[config.mk]
export PLATFORM = sky130hd
export DESIGN_NAME = cfifo_stage
export DESIGN_NICKNAME = d
export VERILOG_FILES = /design/src/logic/cfifo_pkg.sv /design/src/logic/cfifo_stage.sv
export SDC_FILE = /design/constraint.sdc
export NUM_CORES = 1
export LEC_CHECK = 0
export ABC_CLOCK_PERIOD_IN_PS = 6800
export BUFFER_PORTS_ARGS = -buffer_cell sky130_fd_sc_hd__buf_4
export CORE_UTILIZATION = 35
export CTS_CLUSTER_DIAMETER = 40
export DETAILED_ROUTE_END_ITERATION = 12
export GPL_TIMING_DRIVEN = 0
export SLEW_MARGIN = 40
export SYNTH_ARGS = -nofsm -noshare
export SYNTH_HDL_FRONTEND = slang
export SYNTH_SLANG_ARGS = --single-unit
[constraint.sdc]
create_clock -name i_core_clk -period 6.8 [get_ports i_core_clk]
set_input_delay 1.36 -clock i_core_clk [delete_from_list [all_inputs] [get_ports i_core_clk]]
set_output_delay 1.36 -clock i_core_clk [all_outputs]
set_load 0.005 [all_outputs]
[src/logic/cfifo_pkg.sv]
// package for the cascadable fall-through fifo stage
// assumes one core clock; neighbouring stages share it as the transfer clock
//
// Function
// - depth 65536/131072, one more in fall-through; model holds 16 plus one in both modes
// - asynchronous reading only in standard mode; model has clocked reads only, in both modes
// - flag edges may differ one cycle between devices
// - stages chain output-to-input without glue
// - chain depth is sum of stage depths
// - first word ripples down without read
// - word present drives output-ready low
// - vacancy bubbles up, input-ready goes low
// - chain latency is sum of stage delays
// - ripple delay only for first word
// - output-ready low three cycles after write
// - input-ready low one cycle after free
package cfifo_pkg;
  // ==========================================================
  // sizes
  localparam int unsigned DATA_W = 36;
  localparam int unsigned FIFO_DEPTH = 16;
  localparam int unsigned PTR_W = 4;
  localparam int unsigned CNT_W = 5;
  localparam logic [CNT_W-1:0] CNT_FULL = 5'h10;
  // full-size device depths, model keeps FIFO_DEPTH words plus one in the output register
  localparam int unsigned DEPTH_STD_SMALL = 65536;
  localparam int unsigned DEPTH_STD_LARGE = 131072;
  localparam int unsigned DEPTH_FT_EXTRA = 1;
  // ==========================================================
  // reset values
  localparam logic FLAG_N_RST = 1'b1;
  // ==========================================================
  // output register state
  typedef enum logic [0:0] {
    OUT_EMPTY = 1'b0,
    OUT_HELD = 1'b1
  } out_state_t;
  typedef struct packed {
    logic empty_flag_n;
    logic full_flag_n;
    logic output_ready_n;
    logic input_ready_n;
  } flags_t;
endpackage : cfifo_pkg

[src/logic/cfifo_stage.sv]
// one cascadable fifo stage: 16-word buffer plus fall-through output register
// assumes i_core_clk is the shared transfer clock and inputs are same-domain
`timescale 1ns/1ps
`default_nettype none
module cfifo_buf #(
  parameter int unsigned W = 36,
  parameter int unsigned D = 16,
  parameter int unsigned AW = 4
) (
  input wire logic i_core_clk,
  input wire logic i_resetn,
  input wire logic i_valid,
  output logic o_ready,
  input wire logic [W-1:0] i_data,
  output logic o_valid,
  input wire logic i_ready,
  output logic [W-1:0] o_data,
  output logic [AW:0] o_count
);
  logic [W-1:0] mem_reg [D];
  logic [AW-1:0] wr_reg, rd_reg;
  logic [AW:0] cnt_reg;
  logic push, pop;
  // full at exactly D words; count is one bit wider than the pointers
  assign o_ready = (cnt_reg != (AW+1)'(D));
  assign o_valid = (cnt_reg != '0);
  assign push = i_valid && o_ready;
  assign pop = o_valid && i_ready;
  assign o_data = mem_reg[rd_reg];
  assign o_count = cnt_reg;
  // storage, no reset needed on data
  always_ff @(posedge i_core_clk) begin
    if (push) begin
      mem_reg[wr_reg] <= i_data;
    end
  end
  // pointers and occupancy
  always_ff @(posedge i_core_clk or negedge i_resetn) begin
    if (!i_resetn) begin
      wr_reg <= '0;
      rd_reg <= '0;
      cnt_reg <= '0;
    end else begin
      if (push) begin
        wr_reg <= wr_reg + AW'(1);
      end
      if (pop) begin
        rd_reg <= rd_reg + AW'(1);
      end
      cnt_reg <= cnt_reg + (AW+1)'(push) - (AW+1)'(pop);
    end
  end
endmodule : cfifo_buf

module cfifo_stage (
  // clock and reset
  input wire logic i_core_clk,
  input wire logic i_resetn,
  // mode strap, caught after reset release
  input wire logic i_fall_through_mode,
  // write side, active low enable
  input wire logic i_wen_n,
  input wire logic [35:0] i_data,
  // read side, active low enable
  input wire logic i_ren_n,
  output logic [35:0] o_data,
  // status flags
  output logic o_empty_flag_n,
  output logic o_full_flag_n,
  output logic o_output_ready_n,
  output logic o_input_ready_n
);
  logic mode_reg, caught_reg;
  logic buf_ready, buf_valid, buf_pop;
  logic [35:0] buf_data;
  logic [cfifo_pkg::CNT_W-1:0] buf_cnt;
  cfifo_pkg::out_state_t out_reg;
  logic [35:0] data_reg;
  logic take, rd;
  logic push_w, next_held, next_ready, mode_now, valid_d_reg;
  logic [cfifo_pkg::CNT_W-1:0] next_cnt;
  cfifo_pkg::flags_t fl;

  // ==========================================================
  // mode strap: sampled on first clock after reset release
  always_ff @(posedge i_core_clk or negedge i_resetn) begin
    if (!i_resetn) begin
      mode_reg <= 1'b0;
      caught_reg <= 1'b0;
    end else if (!caught_reg) begin
      mode_reg <= i_fall_through_mode;
      caught_reg <= 1'b1;
    end
  end

  // ==========================================================
  // buffer; output register adds the extra fall-through word
  cfifo_buf #(.W(36), .D(cfifo_pkg::FIFO_DEPTH), .AW(cfifo_pkg::PTR_W)) u_buf (
    .i_core_clk(i_core_clk),
    .i_resetn(i_resetn),
    .i_valid(!i_wen_n),
    .o_ready(buf_ready),
    .i_data(i_data),
    .o_valid(buf_valid),
    .i_ready(buf_pop),
    .o_data(buf_data),
    .o_count(buf_cnt)
  );

  // a read is taken only when the output register holds a word
  assign rd = !i_ren_n && (out_reg == cfifo_pkg::OUT_HELD);
  // fall-through and standard both refill without a read request
  // a word must sit one cycle in the buffer before it may fall through;
  // only a word landing in an empty buffer sees that wait
  assign take = buf_valid && valid_d_reg && ((out_reg == cfifo_pkg::OUT_EMPTY) || rd);
  assign buf_pop = take;

  // settled view of the buffer's valid, gives the fixed first-word latency
  always_ff @(posedge i_core_clk or negedge i_resetn) begin
    if (!i_resetn) begin
      valid_d_reg <= 1'b0;
    end else begin
      valid_d_reg <= buf_valid;
    end
  end

  // ==========================================================
  // next state of output word and buffer fill, so the flags change on the
  // same edge as the state they describe; a lagging flag would let a
  // neighbouring stage copy a stale word or lose one into a full buffer
  assign push_w = !i_wen_n && buf_ready;
  assign next_held = take || ((out_reg == cfifo_pkg::OUT_HELD) && !rd);
  assign next_cnt = buf_cnt + cfifo_pkg::CNT_W'(push_w) - cfifo_pkg::CNT_W'(take);
  assign next_ready = (next_cnt != cfifo_pkg::CNT_FULL);
  // strap value as it will be once caught
  assign mode_now = caught_reg ? mode_reg : i_fall_through_mode;

  // output register holds one word, giving depth plus one
  always_ff @(posedge i_core_clk or negedge i_resetn) begin
    if (!i_resetn) begin
      out_reg <= cfifo_pkg::OUT_EMPTY;
      data_reg <= '0;
    end else begin
      if (take) begin
        out_reg <= cfifo_pkg::OUT_HELD;
        data_reg <= buf_data;
      end else if (rd) begin
        out_reg <= cfifo_pkg::OUT_EMPTY;
      end
    end
  end

  // ==========================================================
  // flag registers: write -> buffer -> settle -> out reg and flag together
  // ready flags stay inactive in standard mode; no unclocked read exists
  always_ff @(posedge i_core_clk or negedge i_resetn) begin
    if (!i_resetn) begin
      fl <= '{cfifo_pkg::FLAG_N_RST, cfifo_pkg::FLAG_N_RST,
              cfifo_pkg::FLAG_N_RST, cfifo_pkg::FLAG_N_RST};
    end else begin
      fl.output_ready_n <= !(mode_now && next_held);
      fl.empty_flag_n <= next_held;
      fl.input_ready_n <= !(mode_now && next_ready);
      fl.full_flag_n <= next_ready;
    end
  end

  // outputs straight from flip-flops; standard mode uses empty/full only
  assign o_data = data_reg;
  assign o_output_ready_n = fl.output_ready_n;
  assign o_input_ready_n = fl.input_ready_n;
  assign o_empty_flag_n = fl.empty_flag_n;
  assign o_full_flag_n = fl.full_flag_n;

  // ==========================================================
  // checks
  property p_or_after_write;
    @(posedge i_core_clk) disable iff (!i_resetn)
      (mode_reg && out_reg == cfifo_pkg::OUT_EMPTY && !buf_valid && !i_wen_n && buf_ready)
      |-> ##3 !fl.output_ready_n;
  endproperty
  a_or_after_write: assert property (p_or_after_write) else $error("or late");
  property p_ir_after_read;
    @(posedge i_core_clk) disable iff (!i_resetn)
      (mode_reg && !buf_ready && take && i_wen_n) |-> ##1 !fl.input_ready_n;
  endproperty
  a_ir_after_read: assert property (p_ir_after_read) else $error("ir late");
  property p_no_overflow;
    @(posedge i_core_clk) disable iff (!i_resetn) buf_cnt <= cfifo_pkg::CNT_FULL;
  endproperty
  a_no_overflow: assert property (p_no_overflow) else $error("overflow");
  property p_ready_tracks;
    @(posedge i_core_clk) disable iff (!i_resetn)
      mode_reg |-> (fl.output_ready_n == (out_reg == cfifo_pkg::OUT_EMPTY));
  endproperty
  a_ready_tracks: assert property (p_ready_tracks) else $error("or wrong");
  // input-ready must mirror buffer space exactly, or a neighbour loses words
  property p_space_tracks;
    @(posedge i_core_clk) disable iff (!i_resetn)
      mode_reg |-> (fl.input_ready_n == !buf_ready);
  endproperty
  a_space_tracks: assert property (p_space_tracks) else $error("ir wrong");
  // standard mode never shows the ready flags
  property p_std_quiet;
    @(posedge i_core_clk) disable iff (!i_resetn)
      (caught_reg && !mode_reg) |-> (fl.output_ready_n && fl.input_ready_n);
  endproperty
  a_std_quiet: assert property (p_std_quiet) else $error("ready in standard");
  // a word only falls through after it has settled in the buffer
  property p_take_settled;
    @(posedge i_core_clk) disable iff (!i_resetn)
      take |-> valid_d_reg;
  endproperty
  a_take_settled: assert property (p_take_settled) else $error("early take");
  c_fill: cover property (@(posedge i_core_clk) disable iff (!i_resetn) !buf_ready);
  c_ripple: cover property (@(posedge i_core_clk) disable iff (!i_resetn) take ##1 rd);
  c_both: cover property (@(posedge i_core_clk) disable iff (!i_resetn) !i_wen_n && rd);
  c_bubble: cover property (@(posedge i_core_clk) disable iff (!i_resetn)
    !buf_ready ##1 !fl.input_ready_n);
endmodule : cfifo_stage
`default_nettype wire

==> qor.txt, run 1 <==
Worst skew pair latency - 0.62 ns
Avg Synthesized Cell Area - 22.4 um2
Reg-to-Reg End - u_buf.mem_reg[3][24]$_DFFE_PP_
Via count of the routed design - 11.5k
Worst r2r path cells - 7
Die height - 264 um
Global-route wire length before repair - 80800 um
FP Rows - 95
Setup-failing EPs final - 0
Initial Utilization - 35.5%
Max reg flops - 576
Yosys warns - 0
Min Clock Period, post-route - 3.46 ns
Die width - 264 um
Critical Path AT - 3.76 ns
Setup crit end - u_buf.mem_reg[3][24]$_DFFE_PP_
Mean routed wirelength per cell - 24.5 um
Worst setup path start - i_wen_n
CTS buffer count - 80
Placed inst area - 26600 um2
Area growth syn-to-layout - 22.4%
Pre-CTS setup slack - 2.75 ns
DR iter-0 viols - 1012
P per Cell Area - 434 nW/um2
Vias/cell - 5.17
CTS root buf - clkbuf_16
Core area - 67500 um2
Gate Count Post-Synth - 1071
RD Place Congestion - 0.713
Synth cell types - 38
Port bufs - 80
Crit Reg-Reg Startpoint - u_buf.o_count[4]$_DFF_PN0_
Max-cap viol count - 0
Total Routed Length - 54500 um
Post-synthesis instance area - 24000 um2
Crit Path Max Fanout - 9
CTS max path bufs - 3
CTS H-tree lvls - 3
CP Launch Type - input pin
Post-CTS setup buffer count - 0
# nets final - 1339
Initial antenna violation count - 0
Biggest cell delay along the critical path - 0.55 ns
Critical path class - in -> reg
Slowest CP cell - a21oi_1
Vias in the first global route - 12.2k
FF-to-FF setup slack - 3.57 ns
Rel. slew slack - 44.2%
Crit-path most repeated cell - buf_2
Layout cells sized above 1 - 38.7%
CTS tree - yes
Residual DRC - 0
Die area - 69600 um2
Congestion Overflow GR - 0
# hold bufs at CTS - 0
Peak VDD IR - 0.203 mV
Yosys reg bits - 633
Worst min path class - reg -> reg
Final Hold Fails - 0
Max Transition Viols Final - 0
# fillers - 5732
Crit-path cells - buf_4 -> a21oi_1 -> nand2_1 -> nor3_2 -> buf_2 -> buf_2 -> buf_2
Drt pass-1 iters - 5
Hpwl dp - 35500 um
Leak - 9.63 nW
Final worst path period share - 50.8%
Outcome - complete, no violations
Sequential area share after synthesis - 78.1%
ANT nets after route - 0
CTS clk-pin slew, worst paths - 0.05 ns
GR Util All Layers - 16.0%
Finished Cell Area - 29400 um2
Worst EP required - 7.11 ns
RSZ-0062 raised after global routing - false
Antenna cells - 0
Syn nets - 1122
Setup ws final - 3.34 ns
FMAX - 0.289 GHz
Setup Skew - 0.0281 ns
CP endpoint kind - flip-flop
Worst Max-Slew Pin Slew - 0.836 ns
CTS resizes - 0
Ports - 81
Clk sinks - 633
Largest net degree at the start of global routing - 58
synthesized netlist by cell type:
cell / instances / share of area (%)
o2111ai_4: 1 / 0.11
conb_1: 1 / 0.016
nand3_1: 2 / 0.042
buf_4: 9 / 0.28
nand3b_1: 1 / 0.031
edfxtp_1: 576 / 72
nor3_1: 5 / 0.10
o41ai_1: 2 / 0.073
o21ai_0: 2 / 0.042
o211a_4: 1 / 0.073
buf_1: 12 / 0.19
buf_2: 18 / 0.38
inv_1: 8 / 0.13
a21oi_2: 8 / 0.29
ha_1: 10 / 0.52
nor4_1: 1 / 0.026
nand4_1: 2 / 0.052
dfstp_2: 4 / 0.44
or2_2: 1 / 0.026
mux2_2: 37 / 1.7
o22ai_1: 72 / 1.9
o211a_1: 1 / 0.042
or4_4: 1 / 0.047
a32oi_1: 1 / 0.037
xor2_1: 6 / 0.22
mux4_2: 144 / 14
clkbuf_1: 16 / 0.25
a21oi_1: 29 / 0.60
o2111ai_1: 1 / 0.037
nand2b_1: 4 / 0.10
nand2_1: 12 / 0.19
buf_6: 6 / 0.28
or4_1: 1 / 0.031
dfrtp_1: 53 / 5.5
a31oi_1: 1 / 0.026
nor2_1: 13 / 0.20
mux2_4: 1 / 0.063
xnor2_1: 8 / 0.29
worst min-delay path by stage:
stage / startpoint / end / slack (ns) / depth (start not counted)
floorplan: mode_reg$_DFF_PN0_ / mode_reg$_DFF_PN0_ / 0.48 / 1
finish: mode_reg$_DFF_PN0_ / mode_reg$_DFF_PN0_ / 0.53 / 1
global route: mode_reg$_DFF_PN0_ / mode_reg$_DFF_PN0_ / 0.55 / 1
global placement: mode_reg$_DFF_PN0_ / mode_reg$_DFF_PN0_ / 0.51 / 1
detailed placement: u_buf.o_count[0]$_DFF_PN0_ / valid_d_reg$_DFF_PN0_ / 0.53 / 2
CTS: u_buf.o_count[0]$_DFF_PN0_ / valid_d_reg$_DFF_PN0_ / 0.54 / 2
worst max-delay path, delay by kind of cell:
kind | cells | cell delay, ns
compound gates | 1 | 0.55
simple gates | 2 | 0.95
buf+inv | 4 | 0.89
kinds of logic after synthesis:
logic type,after synthesis,share of synthesized area (%)
buf+inv,69,1.50
xor+xnor,14,0.511
other cells,1,0.0156
simple gates,43,0.855
compound gates,119,3.21
mux,182,15.3
fa+ha+maj,10,0.522
flops,633,78.1
area by class of cell:
class	instances	area (um2)	area share (%)
well taps	873	1090	3.72
inverters	8	30.0	0.102
multi-input cells	369	5010	17.1
plain buffers	61	337	1.15
clock inverters	51	518	1.76
flip-flops and latches	633	18700	63.8
clock buffers	98	2240	7.62
repair buffers	135	1410	4.79
layer usage:
| metal | global-route usage, % | wire, um | vias to the layer above |
|---|---|---|---|
| li1 | - | - | 4983 |
| met1 | 20.9 | 22500 | 6127 |
| met2 | 27.0 | 27900 | 344 |
| met3 | 2.85 | 3070 | 75 |
| met4 | 5.20 | 988 | 0 |
| met5 | 0 | 0 | - |
cells in the final DEF (no fill, tap or decap), types with 2 or more instances in the layout:
master	instances
xnor2_1	8
clkbuf_8	6
a21oi_2	8
edfxtp_1	576
inv_8	4
inv_6	8
buf_6	7
a21oi_1	29
nand2_1	12
clkinvlp_4	8
clkinv_2	9
nor2_4	12
o22ai_1	72
xor2_1	6
dfrtp_1	53
mux4_2	144
clkbuf_1	20
buf_16	17
buf_4	106
o21ai_0	2
dfstp_2	4
bufinv_16	5
ha_1	10
clkbuf_2	3
nor3_2	4
mux2_2	37
clkinv_1	4
clkinv_4	11
o41ai_1	2
buf_1	10
nand3_1	2
clkbuf_16	85
buf_2	30
nand2b_1	4
buf_8	10
inv_1	8
nand4_1	2
through the flow:
step	setup TNS, ns	std cells	hold WS, ns	utilization, %	total power [mW]
4_1_cts	0	2228	0.541	43.5	12.9
3_5_place_dp	0	2079	0.527	39.4	8.64
6_report	0	2228	0.533	43.5	12.7
3_3_place_gp	-168.66	2024	0.511	38.0	8.43
2_1_floorplan	0	1071	0.484	-	7.27
5_1_grt	0	2228	0.554	43.5	13.3
power breakdown:
| group | leakage [nW] | switching (mW) | internal (mW) |
|---|---|---|---|
| registers | 5.83 | 0.193 | 4.76 |
| clock network | 1.33 | 1.68 | 2.58 |
| logic | 2.47 | 1.88 | 1.65 |
(Power assumes the default switching activity.)
==> run 2: changes to the inputs <==
Settings changed: ABC_CLOCK_PERIOD_IN_PS 6800 to 3310.
Clock period 6.8 ns to 3.31 ns, I/O delays scaled along.
==> run 2 against run 1 <==
Compared with the run above:
- via count about the same
- first-iteration DRC count down 5.1%
- register-to-register slack worse by 3.2 ns
- combinational power up 110%
- utilization down 0.30 points
- clock power up 92%
- worst setup slack worse by 3.0 ns
- routed wire length up 2.5%
- clock-buffer cell count down 13
- largest cell class unchanged
- largest power group unchanged
==> qor.txt, run 2 (synthesized netlist as in run 1, its figures left out) <==
Biggest cell delay along the critical path - 0.63 ns (+0.08 ns)
Clk sinks - 633 (unchanged)
Drt pass-1 iters - 5 (unchanged)
Max Transition Viols Final - 0 (unchanged)
FP Rows - 95 (unchanged)
Initial antenna violation count - 1 (+1)
CTS buffer count - 75 (-6.3%)
Mean routed wirelength per cell - 25.3 um (+3.5%)
Internal Power - 18.1 mW (+100%)
GR Util All Layers - 16.3% (+0.35 points)
Area growth syn-to-layout - 21.5%
Congestion Overflow GR - 0 (unchanged)
# hold bufs at CTS - 0 (unchanged)
Final worst path period share - 88.3%
Final Hold Fails - 0 (unchanged)
Critical path class - reg -> reg
Worst Max-Slew Pin Slew - 0.847 ns (+0.0103 ns)
Commonest non-fill, non-tap cell in the layout - edfxtp_1
Power share of the sequential group - 39.6% (+0.7 points)
CTS resizes - 0 (unchanged)
Setup Skew - 0.0273 ns (-0.000814 ns)
# fillers - 5722 (-0.17%)
Port bufs - 80 (unchanged)
Worst skew pair latency - 0.61 ns (about the same)
Sw Share - 29.7% (+0.34 points)
Via count of the routed design - 11.5k (+0.095%)
RD Place Congestion - 0.720 (+0.98%)
Worst r2r path cells - 8 (+1)
Setup TNS - 0 ns (unchanged)
P_sw - 7.65 mW (+100%)
Hpwl dp - 36500 um (+2.9%)
Logic gate share of total power - 28.7% (+1.0 points)
Vias/cell - 5.23 (+1.1%)
Most frequent cells in the layout - edfxtp_1, mux4_2, buf_4
Min Clock Period, post-route - 2.92 ns
Crit Reg-Reg Startpoint - u_buf.o_count[4]$_DFF_PN0_
Reg-to-Reg End - o_full_flag_n$_DFF_PN1_
Setup-failing EPs final - 0 (unchanged)
Max reg flops - 576 (unchanged)
Total Routed Length - 55900 um (+2.5%)
Total power - 25.7 mW (+100%)
Ports - 81 (unchanged)
Clock power share - 31.7% (-1.7 points)
FMAX - 0.342 GHz
CTS tree - yes
Crit-path cells - clkbuf_1 -> a21oi_1 -> ha_1 -> ha_1 -> clkbuf_1 -> xor2_1 -> a31oi_1 -> or4_1
Residual DRC - 0 (unchanged)
Slowest CP cell - a21oi_1
CTS root buf - clkbuf_16
Crit Path Max Fanout - 9 (unchanged)
ANT nets after route - 0 (unchanged)
Outcome - complete, no violations
Antenna cells - 0 (unchanged)
FF-to-FF setup slack - 0.39 ns (-3.18 ns)
P per Cell Area - 882 nW/um2 (+100%)
Die area - 69600 um2 (unchanged)
Global-route wire length before repair - 82800 um (+2.4%)
Max-cap viol count - 0 (unchanged)
CTS clk-pin slew, worst paths - 0.06 ns (about the same)
Vias in the first global route - 12.3k (+1.0%)
DR iter-0 viols - 960 (-5.1%)
RSZ-0062 raised after global routing - false
Initial Utilization - 35.5% (unchanged)
Core area - 67500 um2 (unchanged)
CTS max path bufs - 3 (unchanged)
Peak VDD IR - 0.416 mV (+100%)
Layout cells sized above 1 - 37.4% (-1.4 points)
Rel. slew slack - 43.6% (-0.69 points)
Leak - 9.49 nW (-1.5%)
CP Launch Type - flip-flop
Worst min path class - in -> async
Largest net degree at the start of global routing - 58 (unchanged)
Die width - 264 um (unchanged)
CP endpoint kind - flip-flop
Worst EP required - 3.81 ns (-3.30 ns)
Post-CTS setup buffer count - 0 (unchanged)
# nets final - 1325 (-1.0%)
Critical Path AT - 3.42 ns (-0.34 ns)
Die height - 264 um (unchanged)
Worst setup path start - u_buf.o_count[4]$_DFF_PN0_
CTS H-tree lvls - 3 (unchanged)
==> run 2: changes by cell type in the layout (fill, tap and decap cells not counted), moves of 4 or more <==
cell / previous run / this run
buf_6: 7 / 17
buf_8: 10 / 18
buf_4: 106 / 90
clkbuf_8: 6 / 2
nor3_2: 4 / 0
buf_2: 30 / 21
clkbuf_16: 85 / 76
nor3_4: 0 / 4
clkinv_1: 4 / 12
clkinvlp_4: 8 / 3
==> run 2: final cells by class <==
cell class	instances	area (um2)	area share, %
inverters	8	30.0	0.103
clock buffers	85	1960	6.71
plain buffers	61	340	1.17
flip-flops and latches	633	18700	64.2
multi-input cells	369	5040	17.3
well taps	873	1090	3.75
repair buffers	126	1440	4.95
clock inverters	51	533	1.83
==> run 2: stage by stage <==
| stage | setup slack, ns | cell area (um2) | instances | hold slack (ns) | util (%) |
|---|---|---|---|---|---|
| 6_report | 0.386 | 29200 | 2206 | 0.0834 | 43.2 |
| 5_1_grt | 0.208 | 29200 | 2206 | 0.115 | 43.2 |
| 4_1_cts | 0.410 | 29200 | 2206 | 0.0883 | 43.2 |
| 3_5_place_dp | 0.270 | 26700 | 2070 | 0.529 | 39.5 |
| 3_3_place_gp | -2.34 | 25700 | 2024 | 0.510 | 38.1 |
| 2_1_floorplan | 0.00386 | 24000 | 1071 | 0.366 | - |
==> run 2: power by group through the flow <==
stage               clock network [mW]  registers, mW  logic (mW)
floorplan                            0           10.2        4.70
global placement                     0           10.4        6.99
detailed placement                   0           10.4        7.53
CTS                               8.29           10.2        7.55
global route                      8.58           10.3        7.96
finish                            8.15           10.2        7.39
==> run 2: routing by layer <==
metal,up-vias,wire length (um),track usage [%]
met5,-,9,0
met4,2,1010,4.64
met3,69,3150,3.28
met2,341,29100,28.3
met1,6186,22700,20.8
li1,4942,-,-
==> run 2: worst max-delay path by stage <==
stage                                       to  depth (start not counted)
2_1_floorplan   u_buf.mem_reg[15][0]$_DFFE_PP_                          3
3_3_place_gp   u_buf.mem_reg[15][24]$_DFFE_PP_                          4
3_5_place_dp    u_buf.mem_reg[0][23]$_DFFE_PP_                          6
4_1_cts         u_buf.mem_reg[0][23]$_DFFE_PP_                          6
5_1_grt                o_full_flag_n$_DFF_PN1_                          9
6_report               o_full_flag_n$_DFF_PN1_                          8
==> run 2: critical path, delay by kind of cell, from the launching register on <==
| family | cells | cell delay (ns) |
|---|---|---|
| AO/OA/AOI/OAI | 2 | 0.76 |
| buffers and inverters | 2 | 0.52 |
| adder cells (fa/ha/maj) | 2 | 0.49 |
| AND/OR/NAND/NOR | 1 | 0.49 |
| flip-flops | 1 | 0.35 |
| XOR/XNOR | 1 | 0.23 |
==> run 3: changes to the inputs <==
Settings changed: RECOVER_POWER from default to 25.
==> run 3 against run 2 <==
Compared with the run above:
- sequential cell count unchanged
- worst setup slack better by 0.0051 ns
- critical path depth unchanged
- final cell count unchanged
- clock skew about the same
- sequential power about the same
- first-iteration DRC count up 9.1%
- utilization down 0.17 points
- power down 0.12%
- combinational power about the same
- largest power group unchanged
==> qor.txt, run 3 (synthesized netlist as in run 1, its figures left out) <==
Outcome - complete, no violations
Leak - 9.38 nW (-1.2%)
Initial antenna violation count - 1 (unchanged)
Fin util - 43.0% (-0.17 points)
Logic gate share of total power - 28.7% (about the same)
FP Rows - 95 (unchanged)
Most frequent cells in the layout - edfxtp_1, mux4_2, clkbuf_16
RSZ-0062 raised after global routing - false
Min Clock Period, post-route - 2.92 ns (-0.00510 ns)
Die height - 264 um (unchanged)
Worst skew pair latency - 0.61 ns (about the same)
Placed inst area - 26700 um2 (unchanged)
Worst EP required - 3.81 ns (about the same)
CTS root buf - clkbuf_16
Vias/cell - 5.24 (+0.25%)
Max Transition Viols Final - 0 (unchanged)
Sw Share - 29.7% (about the same)
Critical path class - reg -> reg
Congestion Overflow GR - 0 (unchanged)
Pre-CTS setup slack - 0.270 ns (unchanged)
Rel. slew slack - 45.6% (+2.0 points)
CP Launch Type - flip-flop
Clk sinks - 633 (unchanged)
GR Util All Layers - 16.3% (unchanged)
Drt pass-1 iters - 5 (unchanged)
Worst r2r path cells - 8 (unchanged)
Die area - 69600 um2 (unchanged)
Via count of the routed design - 11.6k (+0.25%)
Final non-filler cell total - 2206 (unchanged)
Setup-failing EPs final - 0 (unchanged)
Power share of the sequential group - 39.6% (about the same)
P per Cell Area - 885 nW/um2 (+0.28%)
Peak VDD IR - 0.415 mV (-0.20%)
Area growth syn-to-layout - 21.1%
ANT nets after route - 0 (unchanged)
Setup ws final - 0.391 ns (+0.00510 ns)
Vias in the first global route - 12.3k (unchanged)
Finished Cell Area - 29000 um2 (-0.40%)
Layout cells sized above 1 - 35.0% (-2.3 points)
Internal Power - 18.1 mW (about the same)
Total power - 25.7 mW (-0.12%)
Core area - 67500 um2 (unchanged)
Max reg flops - 576 (unchanged)
Port bufs - 80 (unchanged)
Crit Reg-Reg Startpoint - u_buf.o_count[4]$_DFF_PN0_
# hold bufs at CTS - 0 (unchanged)
CTS clk-pin slew, worst paths - 0.06 ns (about the same)
CTS tree - yes
Die width - 264 um (unchanged)
Antenna cells - 0 (unchanged)
Final worst path period share - 88.2% (-0.15 points)
Global-route wire length before repair - 82800 um (unchanged)
Top sig layer - met5
Setup Skew - 0.0276 ns (+0.000311 ns)
Post-CTS setup buffer count - 0 (unchanged)
Residual DRC - 0 (unchanged)
Largest net degree at the start of global routing - 58 (unchanged)
Placed cell count - 2070 (unchanged)
Clock power share - 31.7% (about the same)
# nets final - 1325 (unchanged)
Worst Max-Slew Pin Slew - 0.816 ns (-0.0304 ns)
RD Place Congestion - 0.720 (unchanged)
CTS resizes - 0 (unchanged)
Max-cap viol count - 0 (unchanged)
Critical Path AT - 3.42 ns (about the same)
Worst min path class - in -> async
Commonest non-fill, non-tap cell in the layout - edfxtp_1
DR iter-0 viols - 1047 (+9.1%)
Final Hold Fails - 0 (unchanged)
P_sw - 7.64 mW (-0.21%)
CTS buffer count - 75 (unchanged)
Total Routed Length - 55900 um (about the same)
CP endpoint kind - flip-flop
CTS max path bufs - 3 (unchanged)
# fillers - 5750 (+0.49%)
CTS H-tree lvls - 3 (unchanged)
Mean routed wirelength per cell - 25.3 um (about the same)
Initial Utilization - 35.5% (unchanged)
Ports - 81 (unchanged)
FMAX - 0.343 GHz (+0.17%)
Met2 WL - 29100 um (+0.26%)
WL met3 - 3050 um (-3.0%)
FF-to-FF setup slack - 0.39 ns (about the same)
Reg-to-Reg End - o_full_flag_n$_DFF_PN1_
Met1 WL - 22700 um (+0.33%)
Crit Path Max Fanout - 9 (unchanged)
Hpwl dp - 36500 um (unchanged)
## run 3: cell count changes in the layout (fill, tap and decap cells not counted)
cell and change:
buf_4 -31, clkbuf_1 +31
## run 3: cell type report
type	instances	area (um2)	area share [%]
Clock buffer	85	1960	6.73
Tap cell	873	1090	3.76
Buffer	61	340	1.17
Clock inverter	51	533	1.84
Multi-Input combinational cell	369	5040	17.3
Sequential cell	633	18700	64.5
Timing Repair Buffer	126	1330	4.57
Inverter	8	30.0	0.103
## run 3: how the worst max path moves through the flow
stage | startpoint | to | cells past startpoint
final | u_buf.o_count[4]$_DFF_PN0_ | o_full_flag_n$_DFF_PN1_ | 8
after global routing | u_buf.o_count[4]$_DFF_PN0_ | o_full_flag_n$_DFF_PN1_ | 9
after CTS | u_buf.o_count[4]$_DFF_PN0_ | u_buf.mem_reg[0][23]$_DFFE_PP_ | 6
after detailed placement | i_wen_n | u_buf.mem_reg[0][23]$_DFFE_PP_ | 6
after global placement | i_wen_n | u_buf.mem_reg[15][24]$_DFFE_PP_ | 4
after floorplan | i_wen_n | u_buf.mem_reg[15][0]$_DFFE_PP_ | 3
## run 3: metrics by stage
step / hold slack [ns] / setup TNS [ns]
floorplan: 0.366 / 0
global placement: 0.510 / -1178.10
detailed placement: 0.529 / 0
CTS: 0.0883 / 0
global route: 0.115 / 0
finish: 0.0837 / 0
## run 3: worst max-delay path, cell delays in order, from the launching register on
cell and delay [ns]:
dfrtp_1 0.35, clkbuf_1 0.22, a21oi_1 0.63, ha_1 0.33
ha_1 0.16, clkbuf_1 0.29, xor2_1 0.23, a31oi_1 0.13
or4_1 0.49
## run 3: power groups by stage
| stage | Sequential (mW) | Combinational (mW) | Clock, mW |
|---|---|---|---|
| 2_1_floorplan | 10.2 | 4.70 | 0 |
| 3_3_place_gp | 10.4 | 6.99 | 0 |
| 3_5_place_dp | 10.4 | 7.53 | 0 |
| 4_1_cts | 10.2 | 7.55 | 8.29 |
| 5_1_grt | 10.3 | 7.94 | 8.58 |
| 6_report | 10.2 | 7.37 | 8.15 |
## run 3: layer usage
metal	up-vias	global-route usage [%]
met5	-	0
met4	2	4.64
met3	62	3.28
met2	331	28.3
met1	6234	20.8
li1	4940	-
